[config.mk]
export PLATFORM = sky130hd
export DESIGN_NAME = switch_config_registers
export DESIGN_NICKNAME = d
export VERILOG_FILES = /design/src/switch_cfg_pkg.sv /design/src/switch_config_registers.sv
export VERILOG_INCLUDE_DIRS = /design/src
export SDC_FILE = /design/constraint.sdc
export NUM_CORES = 1
export LEC_CHECK = 0
export ABC_AREA = 0
export BUFFER_PORTS_ARGS = -buffer_cell sky130_fd_sc_hd__buf_4
export CAP_MARGIN = 20
export CORE_ASPECT_RATIO = 2
export CORE_MARGIN = 2
export CORE_UTILIZATION = 55
export DETAILED_ROUTE_END_ITERATION = 8
export PLACE_DENSITY = 0.79
export SETUP_SLACK_MARGIN = 0.2
export SYNTH_ARGS = -nofsm -noshare
export SYNTH_HDL_FRONTEND = slang
export SYNTH_SLANG_ARGS = --single-unit
[constraint.sdc]
create_clock -name clk -period 2.6 [get_ports clk]
set_clock_uncertainty 0.15 [all_clocks]
set_input_delay 0.39 -clock clk [delete_from_list [all_inputs] [get_ports clk]]
set_output_delay 0.39 -clock clk [all_outputs]
set_load 0.005 [all_outputs]
[src/switch_cfg_defs.svh]
/*
 * register offsets, reset values, field positions and timing figures of the
 * switch configuration bank.
 * assumes the clock runs at 250 MHz.
 */
`ifndef SWITCH_CFG_DEFS_SVH
`define SWITCH_CFG_DEFS_SVH

// ******************************************************
// register offsets
// ******************************************************
`define OFS_HIGH_SPEED_MODE_CTRL 8'h00
`define OFS_AUXILIARY_MODE_CTRL 8'h01
`define OFS_RECEIVER_SETTINGS 8'h10
`define OFS_INPUT_TERMINATION_AB 8'h11
`define OFS_INPUT_TERMINATION_CD 8'h12
`define OFS_RECEIVE_EQUALIZER_AB 8'h13
`define OFS_RECEIVE_EQUALIZER_CD 8'h14
`define OFS_TRANSMITTER_SETTINGS 8'h20

// ******************************************************
// reset values
// ******************************************************
`define RST_HIGH_SPEED_MODE_CTRL 8'h40
`define RST_AUXILIARY_MODE_CTRL 8'h40
`define RST_RECEIVER_SETTINGS 8'h01
`define RST_INPUT_TERMINATION_AB 8'h00
`define RST_INPUT_TERMINATION_CD 8'h00
`define RST_RECEIVE_EQUALIZER_AB 8'h00
`define RST_RECEIVE_EQUALIZER_CD 8'h00
`define RST_TRANSMITTER_SETTINGS 8'h03

// ******************************************************
// writable bit masks
// ******************************************************
`define MASK_MODE_CTRL 8'h43
`define MASK_RECEIVER_SETTINGS 8'h01
`define MASK_FULL 8'hFF
`define MASK_TRANSMITTER_SETTINGS 8'h0F

// ******************************************************
// field positions and fixed values
// ******************************************************
`define BIT_ENABLE 6
`define SEL_HI 1
`define SEL_LO 0
`define BIT_TERM_MASTER 0
`define PE_HI 3
`define PE_LO 2
`define BIT_OUT_TERM 1
`define BIT_OUT_CURRENT 0
`define SLAVE_ADDR_UPPER 4'h9
`define READ_IDLE 8'h00

// ******************************************************
// timing
// ******************************************************
`define CLK_MHZ 250
`define UPDATE_DELAY_NS 1000
`define UPDATE_DELAY_CYC ((`UPDATE_DELAY_NS * `CLK_MHZ) / 1000)

`endif

[src/switch_cfg_pkg.sv]
/*
 * types shared by the switch configuration bank.
 * assumes nothing of its surroundings.
 */
`default_nettype none
package switch_cfg_pkg;
    typedef logic [2:0] reg_idx_t;
    typedef logic [7:0] reg_byte_t;
    typedef enum logic [1:0] {
        SRC_A = 2'h0,
        SRC_B = 2'h1,
        SRC_C = 2'h2,
        SRC_D = 2'h3
    } source_t;
endpackage
`default_nettype wire

[src/switch_config_registers.sv]
/*
 * configuration register bank of a four-input video link switch: eight
 * byte registers reached from the serial slave engine, with pin-strapped
 * parallel control after reset and a per-register update-delay window.
 * assumes the serial protocol engine delivers decoded register reads and
 * writes as one-cycle strobes on clk, and that strap and pin inputs are
 * synchronous to clk.
 */
// How it works
// - every register here can be both written and read back by the serial host.
// - the low three bits of the slave address come from the three strap inputs.
// - the first serial access turns the parallel pin path off until the next reset.
// - fast path enable at 0 turns the fast channels off into standby, at 1 on.
// - fast path source select codes 00, 01, 10, 11 route sources A, B, C, D to the output.
// - side path enable at 0 switches the auxiliary path off, at 1 on.
// - side path source select picks auxiliary source A to D apart from the fast path, except under the pins, where both follow pin_source_sel.
// - termination master select at 0 opens every input termination switch.
// - termination master select at 1 lets each per-channel bit drive its own switch.
// - the cd termination register holds bits 15 to 8, the ab register bits 7 to 0.
// - a per-channel termination bit of 0 disconnects and 1 connects that channel.
// - output emphasis codes 00 to 11 give none, low, medium and high for all outputs.
// - writes inside an update window do not restart it and the last value lands at its end.
// - after reset the fast path enable and both source selects follow the parallel pins, with the side path held on, until the first serial event.
`timescale 1ns/1ps
`default_nettype none
`include "switch_cfg_defs.svh"

module switch_config_registers #(
    parameter int unsigned UPDATE_DELAY_CYC = `UPDATE_DELAY_CYC,
    parameter int unsigned NUM_REGS = 8
) (
    input wire logic clk,
    input wire logic rst_b,
    input wire logic reg_wr,
    input wire logic reg_rd,
    input wire logic [7:0] reg_addr,
    input wire logic [7:0] reg_wdata,
    output logic [7:0] reg_rdata,
    output logic reg_rvalid,
    input wire logic slave_addr_strap_2,
    input wire logic slave_addr_strap_1,
    input wire logic slave_addr_strap_0,
    output logic [6:0] slave_address,
    input wire logic pin_fast_path_enable,
    input wire logic [1:0] pin_source_sel,
    output logic parallel_active,
    output logic fast_path_enable,
    output logic [1:0] fast_path_source_sel,
    output logic side_path_enable,
    output logic [1:0] side_path_source_sel,
    output logic [15:0] per_channel_termination,
    output logic [15:0] per_channel_equalization,
    output logic [1:0] output_emphasis_level,
    output logic output_termination_on,
    output logic output_current_level
);

    // ******************************************************
    // decoding helpers
    // ******************************************************
    function automatic logic addr_hit(input logic [7:0] a);
        case (a)
            `OFS_HIGH_SPEED_MODE_CTRL, `OFS_AUXILIARY_MODE_CTRL, `OFS_RECEIVER_SETTINGS,
            `OFS_INPUT_TERMINATION_AB, `OFS_INPUT_TERMINATION_CD, `OFS_RECEIVE_EQUALIZER_AB,
            `OFS_RECEIVE_EQUALIZER_CD, `OFS_TRANSMITTER_SETTINGS: addr_hit = 1'b1;
            default: addr_hit = 1'b0;
        endcase
    endfunction

    function automatic switch_cfg_pkg::reg_idx_t addr_idx(input logic [7:0] a);
        case (a)
            `OFS_HIGH_SPEED_MODE_CTRL: addr_idx = 3'h0;
            `OFS_AUXILIARY_MODE_CTRL: addr_idx = 3'h1;
            `OFS_RECEIVER_SETTINGS: addr_idx = 3'h2;
            `OFS_INPUT_TERMINATION_AB: addr_idx = 3'h3;
            `OFS_INPUT_TERMINATION_CD: addr_idx = 3'h4;
            `OFS_RECEIVE_EQUALIZER_AB: addr_idx = 3'h5;
            `OFS_RECEIVE_EQUALIZER_CD: addr_idx = 3'h6;
            default: addr_idx = 3'h7;
        endcase
    endfunction

    function automatic switch_cfg_pkg::reg_byte_t idx_mask(input int unsigned i);
        case (i)
            0, 1: idx_mask = `MASK_MODE_CTRL;
            2: idx_mask = `MASK_RECEIVER_SETTINGS;
            7: idx_mask = `MASK_TRANSMITTER_SETTINGS;
            default: idx_mask = `MASK_FULL;
        endcase
    endfunction

    function automatic switch_cfg_pkg::reg_byte_t idx_reset(input int unsigned i);
        case (i)
            0: idx_reset = `RST_HIGH_SPEED_MODE_CTRL;
            1: idx_reset = `RST_AUXILIARY_MODE_CTRL;
            2: idx_reset = `RST_RECEIVER_SETTINGS;
            3: idx_reset = `RST_INPUT_TERMINATION_AB;
            4: idx_reset = `RST_INPUT_TERMINATION_CD;
            5: idx_reset = `RST_RECEIVE_EQUALIZER_AB;
            6: idx_reset = `RST_RECEIVE_EQUALIZER_CD;
            default: idx_reset = `RST_TRANSMITTER_SETTINGS;
        endcase
    endfunction

    localparam int unsigned CNT_W = 16;
    localparam logic [CNT_W-1:0] DELAY_LAST = (UPDATE_DELAY_CYC > 1) ?
        CNT_W'(UPDATE_DELAY_CYC - 1) : '0;

    switch_cfg_pkg::reg_byte_t serial_r [NUM_REGS];
    switch_cfg_pkg::reg_byte_t applied_r [NUM_REGS];
    switch_cfg_pkg::reg_byte_t source_val [NUM_REGS];
    logic parallel_r;
    logic [7:0] reg_rdata_r;
    logic reg_rvalid_r;
    logic [6:0] slave_address_r;

    // ******************************************************
    // serial register file
    // ******************************************************
    // reserved bits are masked on the way in, so the read path needs no mask
    for (genvar g = 0; g < NUM_REGS; g++) begin : g_serial
        always_ff @(posedge clk or negedge rst_b) begin
            if (!rst_b) begin
                serial_r[g] <= idx_reset(g);
            end else if (reg_wr && addr_hit(reg_addr) && addr_idx(reg_addr) == 3'(g)) begin
                serial_r[g] <= reg_wdata & idx_mask(g);
            end
        end
    end

    always_ff @(posedge clk or negedge rst_b) begin
        if (!rst_b) begin
            reg_rdata_r <= `READ_IDLE;
            reg_rvalid_r <= 1'b0;
        end else begin
            reg_rvalid_r <= reg_rd;
            if (reg_rd) begin
                reg_rdata_r <= addr_hit(reg_addr) ? serial_r[addr_idx(reg_addr)] : `READ_IDLE;
            end
        end
    end

    // ******************************************************
    // control path selection
    // ******************************************************
    // any strobe counts as a serial event, even to an unmapped offset
    always_ff @(posedge clk or negedge rst_b) begin
        if (!rst_b) begin
            parallel_r <= 1'b1;
        end else if (reg_wr || reg_rd) begin
            parallel_r <= 1'b0;
        end
    end

    // straps are static; sampling them every cycle after release is enough
    always_ff @(posedge clk or negedge rst_b) begin
        if (!rst_b) begin
            slave_address_r <= '0;
        end else begin
            slave_address_r <= {`SLAVE_ADDR_UPPER, slave_addr_strap_2, slave_addr_strap_1,
                slave_addr_strap_0};
        end
    end

    always_comb begin
        for (int i = 0; i < NUM_REGS; i++) begin
            source_val[i] = serial_r[i];
        end
        if (parallel_r) begin
            source_val[0] = '0;
            source_val[0][`BIT_ENABLE] = pin_fast_path_enable;
            source_val[0][`SEL_HI:`SEL_LO] = pin_source_sel;
            source_val[1] = '0;
            source_val[1][`BIT_ENABLE] = 1'b1;
            source_val[1][`SEL_HI:`SEL_LO] = pin_source_sel;
        end
    end

    // ******************************************************
    // update-delay windows
    // ******************************************************
    // a change landing while idle applies at once and opens a window; changes
    // during the window only move the source, which is sampled at its end
    for (genvar g = 0; g < NUM_REGS; g++) begin : g_window
        logic [CNT_W-1:0] count_r;
        logic busy_r;
        always_ff @(posedge clk or negedge rst_b) begin
            if (!rst_b) begin
                applied_r[g] <= idx_reset(g);
                count_r <= '0;
                busy_r <= 1'b0;
            end else if (busy_r) begin
                if (count_r == DELAY_LAST) begin
                    applied_r[g] <= source_val[g];
                    busy_r <= 1'b0;
                    count_r <= '0;
                end else begin
                    count_r <= count_r + 1'b1;
                end
            end else if (source_val[g] != applied_r[g]) begin
                applied_r[g] <= source_val[g];
                busy_r <= 1'b1;
                count_r <= '0;
            end
        end
    end

    // ******************************************************
    // physical controls
    // ******************************************************
    always_ff @(posedge clk or negedge rst_b) begin
        if (!rst_b) begin
            fast_path_enable <= 1'b0;
            fast_path_source_sel <= switch_cfg_pkg::SRC_A;
            side_path_enable <= 1'b0;
            side_path_source_sel <= switch_cfg_pkg::SRC_A;
            per_channel_termination <= '0;
            per_channel_equalization <= '0;
            output_emphasis_level <= '0;
            output_termination_on <= 1'b0;
            output_current_level <= 1'b0;
        end else begin
            fast_path_enable <= applied_r[0][`BIT_ENABLE];
            fast_path_source_sel <= applied_r[0][`SEL_HI:`SEL_LO];
            side_path_enable <= applied_r[1][`BIT_ENABLE];
            side_path_source_sel <= applied_r[1][`SEL_HI:`SEL_LO];
            if (applied_r[2][`BIT_TERM_MASTER]) begin
                per_channel_termination <= {applied_r[4], applied_r[3]};
            end else begin
                per_channel_termination <= '0;
            end
            per_channel_equalization <= {applied_r[6], applied_r[5]};
            output_emphasis_level <= applied_r[7][`PE_HI:`PE_LO];
            output_termination_on <= applied_r[7][`BIT_OUT_TERM];
            output_current_level <= applied_r[7][`BIT_OUT_CURRENT];
        end
    end

    assign reg_rdata = reg_rdata_r;
    assign reg_rvalid = reg_rvalid_r;
    assign slave_address = slave_address_r;
    assign parallel_active = parallel_r;

endmodule // switch_config_registers

`default_nettype wire

Word level (Yosys, flattened, before mapping). Index checks and enable logic that the tools add are counted.

Input bits: 26. Bits in registers: 299.

Reduce and logical (&&, ||, !) cells: 29. Muxes and demuxes: 82. Equal/unequal tests: 38. Add/sub/neg operators: 8. $lt $le $gt $ge: 1. Bitwise operators: 1.

Operator list (number): 16-bit two-way mux (25); 8-bit two-way mux (27); 16-bit by 1-bit adder with 16-bit output, second input constant (8); 16-bit by 8-bit == test with 1-bit output, second input constant (8); 8-bit != test (6); 8-bit by 5-bit == test with 1-bit output, second input constant (5); 1-bit two-way mux (26); 8-bit binary-select mux with 3-bit select (1); 3-bit case mux with 7 select lines (1); 2-bit by 1-bit != test with 1-bit output, second input constant (8); 2-bit AND reduction (8); 2-bit nonzero test (8); 15-bit two-way mux (1); 3-bit == test, second input constant (4); 1-bit logical AND (9); 8-bit by 1-bit == test with 1-bit output, second input constant (1); 8-bit by 6-bit == test with 1-bit output, second input constant (1); 8-bit logical NOT (1); 1-bit by 8-bit != test with 1-bit output (1); 4-bit by 8-bit != test with 1-bit output (1); 8-bit OR reduction (1); 3-bit by 2-bit == test with 1-bit output, second input constant (2); 4-bit >= comparator, second input constant (1); 3-bit inverter with 4-bit output (1); 4 further kinds (4).

Longest topological paths before layout. Gate-level depths: netlist (run 1).

Word-level depth: 8. Gate-level depth with buffers: 9.

Worst setup path after synthesis (run 1). No wires, ideal clock.

Path type: in2reg. From: input reg_addr[5]. To: register serial_r[16] (netlist name). Data arrival time: 2.272 ns. Stages: 8. Setup slack: 0.053 ns. Path buffers: 3. Data required time: 2.325 ns. Cells stage by stage: or3_1 > buf_2 > or4_4 > buf_6 > a21oi_2 > and3_1 > buf_6 > mux2_2.

Longest elaborated chain between the ends: 5. Elaborated cells on any way between the ends: 14. Those cells by class: 8 x eq/ne; 2 x mux; 4 x reduce/logical.

RTL lines: from (decl) (RTL line switch_config_registers.sv:36) `input wire logic [7:0] reg_addr,`; parallel branches: the longest is 4 deep, another holds 8-bit by 5-bit == test with 1-bit output; 1-bit logical AND (*) (RTL line switch_config_registers.sv:125) `end else if (reg_wr && addr_hit(reg_addr) && addr_idx(reg_addr) == 3'(g)) begin`; to (signal, indexed assignment) (RTL line switch_config_registers.sv:124) `serial_r[g] <= idx_reset(g);`; to (signal, indexed assignment) (RTL line switch_config_registers.sv:126) `serial_r[g] <= reg_wdata & idx_mask(g);`; to (decl) (RTL line switch_config_registers.sv:109) `switch_cfg_pkg::reg_byte_t serial_r [NUM_REGS];`.

Mark *: on every way between the ends. A chain may end at the register's enable or synchronous reset.

Worst setup path in the final report (run 1).
From: register g_window[5].count_r[12]. To: register applied_r[19] (netlist name).

Longest elaborated chain between the ends: 3.

RTL lines: from (decl) (RTL line switch_config_registers.sv:185) `logic [CNT_W-1:0] count_r;`; from (signal assigned) (RTL line switch_config_registers.sv:198) `count_r <= count_r + 1'b1;`; 16-bit by 8-bit == test with 1-bit output (RTL line switch_config_registers.sv:193) `if (count_r == DELAY_LAST) begin`; 2-bit by 1-bit != test with 1-bit output (no line); 2-bit AND reduction (no line); to (signal, indexed assignment) (RTL line switch_config_registers.sv:189) `applied_r[g] <= idx_reset(g);`; to (signal, indexed assignment) (RTL line switch_config_registers.sv:194) `applied_r[g] <= source_val[g];`; to (signal, indexed assignment) (RTL line switch_config_registers.sv:201) `applied_r[g] <= source_val[g];`; to (decl) (RTL line switch_config_registers.sv:110) `switch_cfg_pkg::reg_byte_t applied_r [NUM_REGS];`.

No other way between the ends.

==> metrics.md, run 1 <==
| Metric | Value |
|---|---|
| Status | completed |
| Die height | 224 um |
| Post-DP HPWL | 22,800 um |
| Post-synthesis sequential area ratio | 52.2% |
| Core ar. | 0.0238 mm^2 |
| Die area | 0.0256 mm^2 |
| First-pass GRT wire length | 53,000 um |
| Placement Setup Slack | 0.0106 ns |
| Worst reg2reg startpoint | g_window[5].count_r[12] |
| CTS tree | yes |
| GPL Wtd Cong | 0.894 |
| Syn-to-layout area delta | 19.1% |
| Vias in the first global route | 10,742 |
| Pin count of the biggest net entering global routing | 72 |
| R2R Setup Slk | 0.21 ns |
| Drt total wl | 32,500 um |
| Initial antenna violation count | 0 |
| Maximum vdd drop | 0.774 mV |
| Post-route setup TNS | 0 ns |
| Crit Path Class | reg2reg |
| Total number of vias | 10,562 |
| WP data required | 2.88 ns |
| GR Util All Layers | 25.6% |
| Final Total Pwr | 11.4 mW |
| Setup violations, final | 0 |
| Ys async rst share | 100% |
| Power density over the cells | 720 mW/mm^2 |
| Synth Warn # | 0 |
| Slew margin rel. | 41.4% |
| Worst Setup EP | applied_r[19] |
| WL/cell | 19.0 um |
| Nets@finish | 1,447 |
| DRC | 0 |
| Arr. time, crit path | 2.67 ns |
| Row cnt | 80 |
| RSZ-0062 raised after global routing | true |
| Placement Cell Area | 0.0147 mm^2 |
| Fin crit period | 2.39 ns |
| Synth Area per Inst | 10.5 um^2 |
| Syn Inst Count | 1,274 |
| Reg-to-reg endpoint | applied_r[19] |
| DRT Pass-1 Iters | 6 |
| FILL cells | 1,756 |
| CTS Sinks | 278 |
| Overflow after GRT | 0 |
| DR iter-0 viols | 817 |
| Max FO, Critical Path | 7 |
| CTS Root Buffer Type | clkbuf_16 |
| Final Hold Fails | 0 |
| Mapped cell area | 0.0133 mm^2 |
| Tightest Pin Transition | 0.870 ns |
| Setup ws final | 0.210 ns |
| Crit start category | flip-flop |
| Number of port buffers | 82 |
| Hold slack final | 0.0233 ns |
| Final slew viol count | 0 |
| Distinct cell type count after synthesis | 69 |
| Period utilisation layout | 91.9% |
| Ports | 85 |
| Die Wd | 114 um |
| Max-cap violations | 0 |
| Fin area | 0.0159 mm^2 |
| Antenna diode count | 0 |
| HP Class | in2reg |
| Cts bufs inserted | 25 |
| Clk Latency, worst-skew pair | 0.54 ns |
| CP Launch Point | g_window[5].count_r[12] |
| Starting Density | 56.0% |
| H-tree levels | 1 |
| Post-synth EDFFs | 0 |
| Worst Setup End Kind | flip-flop |
| Top FF cell, synth | dfrtp_1 |
| R2R depth | 5 |
| Post-synthesis register bit count | 278 |
| ANT nets after route | 0 |
| CTS clk-pin slew, worst paths | 0.07 ns |
| Share of layout cells above drive strength 1 | 22.9% |
| FMAX | 418 MHz |
| Clock Path Buffers | 3 |
| Vias per inst | 6.18 |
| LEAKAGE | 7.34 nW |
==> worst max-delay path, stage by stage (launching register included) <==
cell and delay, ns:
dfrtp_2 0.42, or4bb_4 0.59, o41ai_4 0.42, nor2b_4 0.22, buf_6 0.14, mux2_2 0.34
==> registers in the layout, indices dropped and copies added (netlist names), 4 cells and up <==
name                      count
applied_r                    43
g_window.count_r            128
g_window.busy_r               8
serial_r                     43
per_channel_equalization     16
per_channel_termination      16
slave_address                 4
reg_rdata                     8
==> per-stage QoR <==
stage	utilization [%]	cells
6_report	66.7	1709
5_1_grt	66.7	1709
4_1_cts	66.1	1699
3_5_place_dp	61.5	1645
3_3_place_gp	61.5	1645
2_1_floorplan	-	1275
==> metal layers <==
layer | wire (um) | track usage [%] | vias up
li1 | - | - | 4931
met1 | 11800 | 28.4 | 5274
met2 | 17900 | 47.7 | 260
met3 | 1270 | 3.21 | 97
met4 | 1500 | 11.7 | 0
met5 | 0 | 0 | -
==> where the power goes <==
group | total [mW] | internal (mW) | leakage, nW | switching [mW]
clock network | 4.30 | 2.60 | 0.458 | 1.70
registers | 5.22 | 4.74 | 3.70 | 0.478
logic | 1.92 | 0.875 | 3.18 | 1.04
total | 11.4 | 8.22 | 7.34 | 3.22
==> area by class of cell <==
type | instances | area [um^2] | area share, %
multi-input cells | 902 | 6140 | 38.6
clock buffers | 26 | 639 | 4.02
clock inverters | 18 | 313 | 1.97
well taps | 287 | 359 | 2.26
inverters | 37 | 139 | 0.874
repair buffers | 161 | 1330 | 8.34
flip-flops and latches | 278 | 6970 | 43.9
==> what timing repair did <==
action                                  CTS  global route
endpoints found under the setup margin   52            50
hold buffers                             10             0
resized for setup                        12            22
hold endpoints to repair                 75             0
setup buffers                             0             7
gates cloned                              0             3
pin swaps                                 0             3
==> cells by family (layout without fill, tap and decap cells) <==
logic type	Yosys count	in the layout	synth area share [%]
xor+xnor	48	48	3.15
mux	98	98	8.12
fa+ha+maj	16	16	1.50
compound gates	302	302	14.4
flops	278	278	52.2
other cells	2	3	0.0563
buf+inv	95	242	3.07
simple gates	435	435	17.4
==> placed cells by master (no fill, tap or decap), drive strengths merged, types with 8 or more instances in the layout <==
cell / instances
nor3b: 8
dfstp: 11
bufinv: 8
o21ai: 87
nand2: 102
xnor2: 27
mux2i: 16
buf: 151
o41ai: 8
nand4: 33
dlygate4sd3: 10
xor2: 21
a31oi: 42
clkbuf: 26
o31ai: 25
o22ai: 8
o21bai: 11
ha: 16
nor2b: 14
or3: 18
and3: 15
a41oi: 12
nor4: 25
a21oi: 61
mux2: 82
dfrtp: 267
nand2b: 19
nand3: 56
a21o: 8
and2: 23
nor3: 38
inv: 39
or4: 8
nor2: 56
==> cell usage after synthesis, types with 33 or more instances <==
library cell / count / area (um^2)
o21ai_0: 85 / 425
nor3_1: 38 / 190
nand4_1: 33 / 206
clkbuf_1: 37 / 139
dfrtp_1: 267 / 6680
inv_1: 37 / 139
nand3_1: 56 / 280
a21oi_1: 60 / 300
nor2_1: 54 / 203
nand2_1: 102 / 383
mux2_2: 81 / 912
a31oi_1: 42 / 263
==> worst min-delay path by stage <==
| stage | startpoint | end | slack, ns | cells after the start |
|---|---|---|---|---|
| after global routing | reg_wdata[3] | serial_r[19] | 0.01 | 2 |
| after global placement | rst_b | slave_address[2] | 0.21 | 1 |
| after CTS | reg_wdata[1] | serial_r[17] | 0.002 | 2 |
| after floorplan | rst_b | applied_r[10] | -0.06 | 0 |
| after detailed placement | rst_b | slave_address[1] | 0.22 | 1 |
| final | reg_wdata[3] | serial_r[11] | 0.02 | 2 |
(Power assumes the default switching activity.)
==> inputs of run 2 (changes only) <==
--- a/config.mk
+++ b/config.mk
@@ -11,9 +11,9 @@
 export CAP_MARGIN = 20
 export CORE_ASPECT_RATIO = 2
 export CORE_MARGIN = 2
-export CORE_UTILIZATION = 55
+export CORE_UTILIZATION = 60
 export DETAILED_ROUTE_END_ITERATION = 8
-export PLACE_DENSITY = 0.79
+export PLACE_DENSITY = 0.82
 export SETUP_SLACK_MARGIN = 0.2
 export SYNTH_ARGS = -nofsm -noshare
 export SYNTH_HDL_FRONTEND = slang
==> constraint.sdc (replaced) <==
create_clock -name clk -period 2.8 [get_ports clk]
set_clock_uncertainty 0.15 [all_clocks]
set_input_delay 0.42 -clock clk [delete_from_list [all_inputs] [get_ports clk]]
set_output_delay 0.42 -clock clk [all_outputs]
set_load 0.005 [all_outputs]
==> run 2 against run 1 <==
Against the previous run: sequential share of layout area up 1.5 points; non-clock buffer count down 31; combinational power down 13%; register-to-register slack better by 0.08 ns; critical path type unchanged; critical endpoint is now applied_r[18]; largest cell class unchanged; largest power group unchanged; highest routed layer unchanged.
==> metrics.md, run 2 (synthesis gave the netlist of run 1 again) <==
| Metric | Value |
|---|---|
| LEAKAGE | 7.09 nW |
| Post-DP HPWL | 22,600 um |
| Starting Density | 60.8% |
| Syn-to-layout area delta | 15.2% |
| WP buf/inv | 2 |
| Ports | 85 |
| Hold depth | 2 |
| CP top delay family | simple AND/OR/NAND/NOR gates |
| Final Hold Fails | 0 |
| Die height | 215 um |
| Core ar. | 0.0220 mm^2 |
| Initial antenna violation count | 0 |
| Setup violations, final | 0 |
| WL/cell | 19.3 um |
| Period utilisation layout | 89.8% |
| DRC | 0 |
| Worst reg2reg startpoint | g_window[5].count_r[1] |
| Comb power frac | 16.6% |
| CTS Root Buffer Type | clkbuf_16 |
| Row cnt | 77 |
| Tightest Pin Transition | 0.783 ns |
| Total number of vias | 10,526 |
| Crit path cell chain | inv_1 > ha_1 > or4b_4 > o41ai_4 > nor2b_1 > buf_4 > mux2_2 |
| Sw power | 2.91 mW |
| Internal | 7.11 mW |
| Worst Setup End Kind | flip-flop |
| Crit Path Class | reg2reg |
| Status | completed |
| Arr. time, crit path | 2.80 ns |
| Final slew viol count | 0 |
| Most frequent cells in the layout | 267 x dfrtp_1, 117 x buf_4, 102 x nand2_1 |
| Number of port buffers | 82 |
| Flop pwr share | 48.4% |
| Placement Setup Slack | 0.0749 ns |
| R2R depth | 7 |
| Clk Latency, worst-skew pair | 0.55 ns |
| Fin area | 0.0154 mm^2 |
| Crit start category | flip-flop |
| Slowest cell on crit path | or4b_4 |
| Slew margin rel. | 47.4% |
| Maximum vdd drop | 0.511 mV |
| Max reg flops | 128 |
| GPL Wtd Cong | 1.07 |
| Antenna diode count | 0 |
| Share of layout cells above drive strength 1 | 20.3% |
| WP data required | 3.08 ns |
| Hold Path End | serial_r[10] |
| Pin count of the biggest net entering global routing | 68 |
| HP Class | in2reg |
| Max FO, Critical Path | 7 |
| DRT Pass-1 Iters | 5 |
| ANT nets after route | 0 |
| Nets@finish | 1,416 |
| GR Util All Layers | 28.0% |
| FMAX | 398 MHz |
| Hold path start | reg_wdata[2] |
| CTS Sinks | 278 |
| First-pass GRT wire length | 52,600 um |
| Power density over the cells | 652 mW/mm^2 |
| Cts bufs inserted | 25 |
| Sw Ratio | 29.1% |
| Worst path max stage delay | 0.47 ns |
| Die area | 0.0235 mm^2 |
| Fin crit period | 2.51 ns |
| Placement Cell Area | 0.0144 mm^2 |
| Post-route setup TNS | 0 ns |
| DR iter-0 viols | 787 |
| Drt total wl | 32,200 um |
| Die Wd | 109 um |
| Non-filler instance count after layout | 1,668 |
| Inst Count DP | 1,615 |
| CTS clk-pin slew, worst paths | 0.07 ns |
| Clock Path Buffers | 3 |
| Setup ws final | 0.286 ns |
| Biggest regs | g_window.count_r x128, applied_r x43, serial_r x43 |
| RSZ-0062 raised after global routing | false |
| CTS tree | yes |
| R2R Setup Slk | 0.29 ns |
| Clock power share | 35.0% |
| H-tree levels | 1 |
| Reg-to-reg endpoint | applied_r[18] |
| Overflow after GRT | 0 |
| Total stage count of the critical path | 7 |
| Vias in the first global route | 10,643 |
| Vias per inst | 6.31 |
| Most common cell after layout, fill and taps aside | dfrtp_1 |
| FILL cells | 1,612 |
| Largest Register | g_window.count_r |
| Max-cap violations | 0 |
run 2: final cells by class:
cell class	count	area, um^2	share of cell area [%]
sequential	278	6970	45.4
multi-input combinational	902	6020	39.2
timing repair buffer	130	1060	6.92
clock buffer	33	696	4.53
tap	276	345	2.25
inverter	37	139	0.904
clock inverter	12	136	0.887
run 2: how the worst max path moves through the flow:
stage / start / to / slack (ns)
4_1_cts: g_window[5].count_r[1] / applied_r[18] / 0.23
2_1_floorplan: reg_addr[5] / serial_r[16] / 0.22
5_1_grt: g_window[0].count_r[1] / g_window[0].count_r[9] / 0.21
6_report: g_window[5].count_r[1] / applied_r[18] / 0.29
3_5_place_dp: reg_addr[5] / reg_rdata[2] / 0.07
3_3_place_gp: reg_addr[5] / serial_r[30] / 0.12
run 2: layer usage:
layer	vias up	track usage [%]	part of all wire [%]
met5	-	0	0
met4	0	14.2	5.3
met3	109	4.16	4.9
met2	339	49.7	53
met1	5209	31.9	37
li1	4869	-	-
run 2: power groups by stage:
stage / sequential, mW / clock, mW / combinational (mW)
2_1_floorplan: 4.78 / 0 / 1.12
3_3_place_gp: 4.90 / 0 / 1.57
3_5_place_dp: 4.92 / 0 / 1.64
4_1_cts: 4.85 / 3.55 / 1.66
5_1_grt: 4.91 / 3.71 / 1.88
6_report: 4.85 / 3.50 / 1.67
run 2: worst register-to-register path: cells and delay by family, from the launching register on:
kind,cells,cell delay (ns)
buffers and inverters,2,0.26
adders and majority gates,1,0.13
DFF,1,0.40
AOI/OAI and AO/OA,1,0.43
muxes,1,0.36
and+or+nand+nor,2,0.66
run 2: timing repair:
action,CTS,global route
pin swaps,1,2
hold endpoints to repair,63,0
buffers inserted,0,1
setup endpoints to repair,7,33
hold buffers,7,0
gates resized for setup,0,3
run 2: metrics by stage:
step,total power [mW],hold slack (ns),utilization [%]
after detailed placement,6.56,0.254,65.8
after CTS,10.1,0.0155,69.9
after floorplan,5.91,-0.0256,-
after global placement,6.46,0.249,65.8
after global routing,10.5,0.0262,70.0
final,10.0,0.0316,70.0
==> inputs of run 3 (changes only) <==
--- a/config.mk
+++ b/config.mk
@@ -8,7 +8,7 @@
 export LEC_CHECK = 0
 export ABC_AREA = 0
 export BUFFER_PORTS_ARGS = -buffer_cell sky130_fd_sc_hd__buf_4
-export CAP_MARGIN = 20
+export CAP_MARGIN = 10
 export CORE_ASPECT_RATIO = 2
 export CORE_MARGIN = 2
 export CORE_UTILIZATION = 60
@@ -18,3 +18,4 @@
 export SYNTH_ARGS = -nofsm -noshare
 export SYNTH_HDL_FRONTEND = slang
 export SYNTH_SLANG_ARGS = --single-unit
+export TNS_END_PERCENT = 50
==> constraint.sdc (replaced) <==
create_clock -name clk -period 2.8 [get_ports clk]
set_clock_uncertainty 0.15 [all_clocks]
set_input_delay 0.14 -clock clk [delete_from_list [all_inputs] [get_ports clk]]
set_output_delay 0.14 -clock clk [all_outputs]
set_load 0.005 [all_outputs]
==> run 3 against run 2 <==
Against the previous run: the run now ends with hold timing left; die area is the same; core utilization increased by 1.1 points; worst hold slack got worse by 0.049 ns; sequential power is essentially flat; global-route usage increased by 0.43 points; highest routed layer unchanged; worst setup slack got worse by 0.015 ns; largest power group unchanged.
==> metrics.md, run 3 (synthesis gave the netlist of run 1 again) <==
| Metric | Value |
|---|---|
| WP buf/inv | 0 |
| Failing checks | hold timing |
| Flop pwr share | 46.6% |
| DRC | 0 |
| CTS tree | yes |
| Antenna diode count | 0 |
| Initial antenna violation count | 0 |
| Die height | 215 um |
| GPL Wtd Cong | 1.00 |
| Share of layout cells above drive strength 1 | 20.8% |
| Final slew viol count | 0 |
| Slew margin rel. | 48.7% |
| Clock Path Buffers | 3 |
| Arr. time, crit path | 2.81 ns |
| Starting Density | 60.8% |
| Max FO, Critical Path | 10 |
| Comb power frac | 16.9% |
| DRT Pass-1 Iters | 5 |
| Final Total Pwr | 10.4 mW |
| GR Util All Layers | 28.5% |
| Slowest cell on crit path | or4_1 |
| RSZ-0062 raised after global routing | true |
| Biggest regs | g_window.count_r x128, applied_r x43, serial_r x43 |
| CP top delay family | simple AND/OR/NAND/NOR gates |
| Maximum vdd drop | 0.651 mV |
| Drt total wl | 33,200 um |
| WL/cell | 19.7 um |
| FILL cells | 1,569 |
| Reg area | 0.00697 mm^2 |
| Post-route setup TNS | 0 ns |
| Period utilisation layout | 90.3% |
| Vias per inst | 6.29 |
| Worst reg2reg startpoint | g_window[6].count_r[13] |
| Sw Ratio | 28.3% |
| Die area | 0.0235 mm^2 |
| Worst path max stage delay | 0.55 ns |
| Ports | 85 |
| Status | complete, but fails checks |
| Util after Layout | 71.1% |
| CTS clk-pin slew, worst paths | 0.07 ns |
| Reg-to-reg endpoint | applied_r[13] |
| Final Hold Fails | 4 |
| Fin area | 0.0156 mm^2 |
| CTS Root Buffer Type | clkbuf_16 |
| Clock power share | 36.5% |
| Die Wd | 109 um |
| CTS Sinks | 278 |
| LEAKAGE | 7.24 nW |
| Worst Setup End Kind | flip-flop |
| WP data required | 3.08 ns |
| Nets@finish | 1,434 |
| Overflow after GRT | 0 |
| Sw power | 2.95 mW |
| Most common cell after layout, fill and taps aside | dfrtp_1 |
| HP Class | in2async |
| Multi-input logic area | 0.00602 mm^2 |
| Tightest Pin Transition | 0.761 ns |
| Power density over the cells | 667 mW/mm^2 |
| First-pass GRT wire length | 53,500 um |
| R2R depth | 5 |
| Cts bufs inserted | 25 |
| Pin count of the biggest net entering global routing | 73 |
| Hold slack final | -0.0173 ns |
| FMAX | 395 MHz |
| Crit path cell chain | or4_1 > nor3_1 > a21bo_2 > nand2_1 > mux2_2 |
| Setup ws final | 0.271 ns |
| Core ar. | 0.0220 mm^2 |
| Clk Latency, worst-skew pair | 0.54 ns |
| Total number of vias | 10,598 |
| Number of port buffers | 82 |
| Internal | 7.46 mW |
| Vias in the first global route | 10,907 |
| Most frequent cells in the layout | 267 x dfrtp_1, 122 x buf_4, 101 x nand2_1 |
| R2R Setup Slk | 0.27 ns |
| DR iter-0 viols | 747 |
| Max-cap violations | 0 |
| Crit Path Class | reg2reg |
| ANT nets after route | 0 |
| Row cnt | 77 |
| Placement Cell Area | 0.0145 mm^2 |
| Largest Register | g_window.count_r |
| Setup violations, final | 0 |
| Post-DP HPWL | 22,700 um |
| Placement Setup Slack | 0.159 ns |
| Fin crit period | 2.53 ns |
| H-tree levels | 1 |
| Max reg flops | 128 |
| Syn-to-layout area delta | 17.0% |
| Crit start category | flip-flop |
run 3: cell count changes in the layout (fill, tap and decap cells not counted), moves of 3 or more:
cell,delta
dlygate4sd3_1,+11
clkinvlp_4,-6
buf_4,+5
bufinv_16,+3
clkinv_2,+3
run 3: worst register-to-register path, stage by stage (launching register included):
cell	delay, ns
dfrtp_1	0.45
or4_1	0.55
nor3_1	0.34
a21bo_2	0.32
nand2_1	0.26
mux2_2	0.35
run 3: power groups by stage:
stage / Combinational (mW) / Sequential, mW / Clock [mW]
2_1_floorplan: 1.12 / 4.78 / 0
3_3_place_gp: 1.61 / 4.89 / 0
3_5_place_dp: 1.69 / 4.91 / 0
4_1_cts: 1.74 / 4.84 / 3.85
5_1_grt: 1.98 / 4.90 / 4.02
6_report: 1.76 / 4.85 / 3.80
run 3: metal layers:
layer | global-route usage (%) | vias up | wire [um]
met3 | 3.55 | 100 | 1510
met4 | 14.8 | 0 | 1720
met5 | 0 | - | 0
li1 | - | 4907 | -
met1 | 31.7 | 5268 | 11900
met2 | 51.5 | 323 | 18000
run 3: final cells by class:
class / instances / area share (%)
sequential: 278 / 44.6
multi-input combinational: 902 / 38.6
timing repair buffer: 148 / 7.86
clock buffer: 34 / 4.61
tap: 276 / 2.21
clock inverter: 11 / 1.22
inverter: 37 / 0.889
run 3: worst max path at each step:
stage                                 start                     end  slack [ns]  cells after the start
finish              g_window[6].count_r[13]           applied_r[13]        0.27                      5
global route         g_window[7].count_r[1]  g_window[7].count_r[8]        0.15                      8
CTS                  g_window[3].count_r[1]           applied_r[33]        0.18                      7
detailed placement   g_window[5].count_r[1]           applied_r[20]        0.16                      7
global placement     g_window[5].count_r[1]           applied_r[18]        0.20                      7
floorplan            g_window[5].count_r[1]           applied_r[16]        0.30                      7
run 3: stage by stage:
stage | instances | hold WS (ns)
after global placement | 1619 | 0.00495
after CTS | 1682 | 0.0248
after floorplan | 1275 | -0.306
after global routing | 1686 | 0.0452
after detailed placement | 1619 | 0.00730
final | 1686 | -0.0173
run 3: repair_timing:
action	4_1_cts	5_1_grt
hold endpoints to repair	325	0
gates resized for setup	0	7
setup endpoints to repair	11	37
gates cloned	0	1
hold buffers	18	0
pin swaps	1	3
buffers inserted	0	3
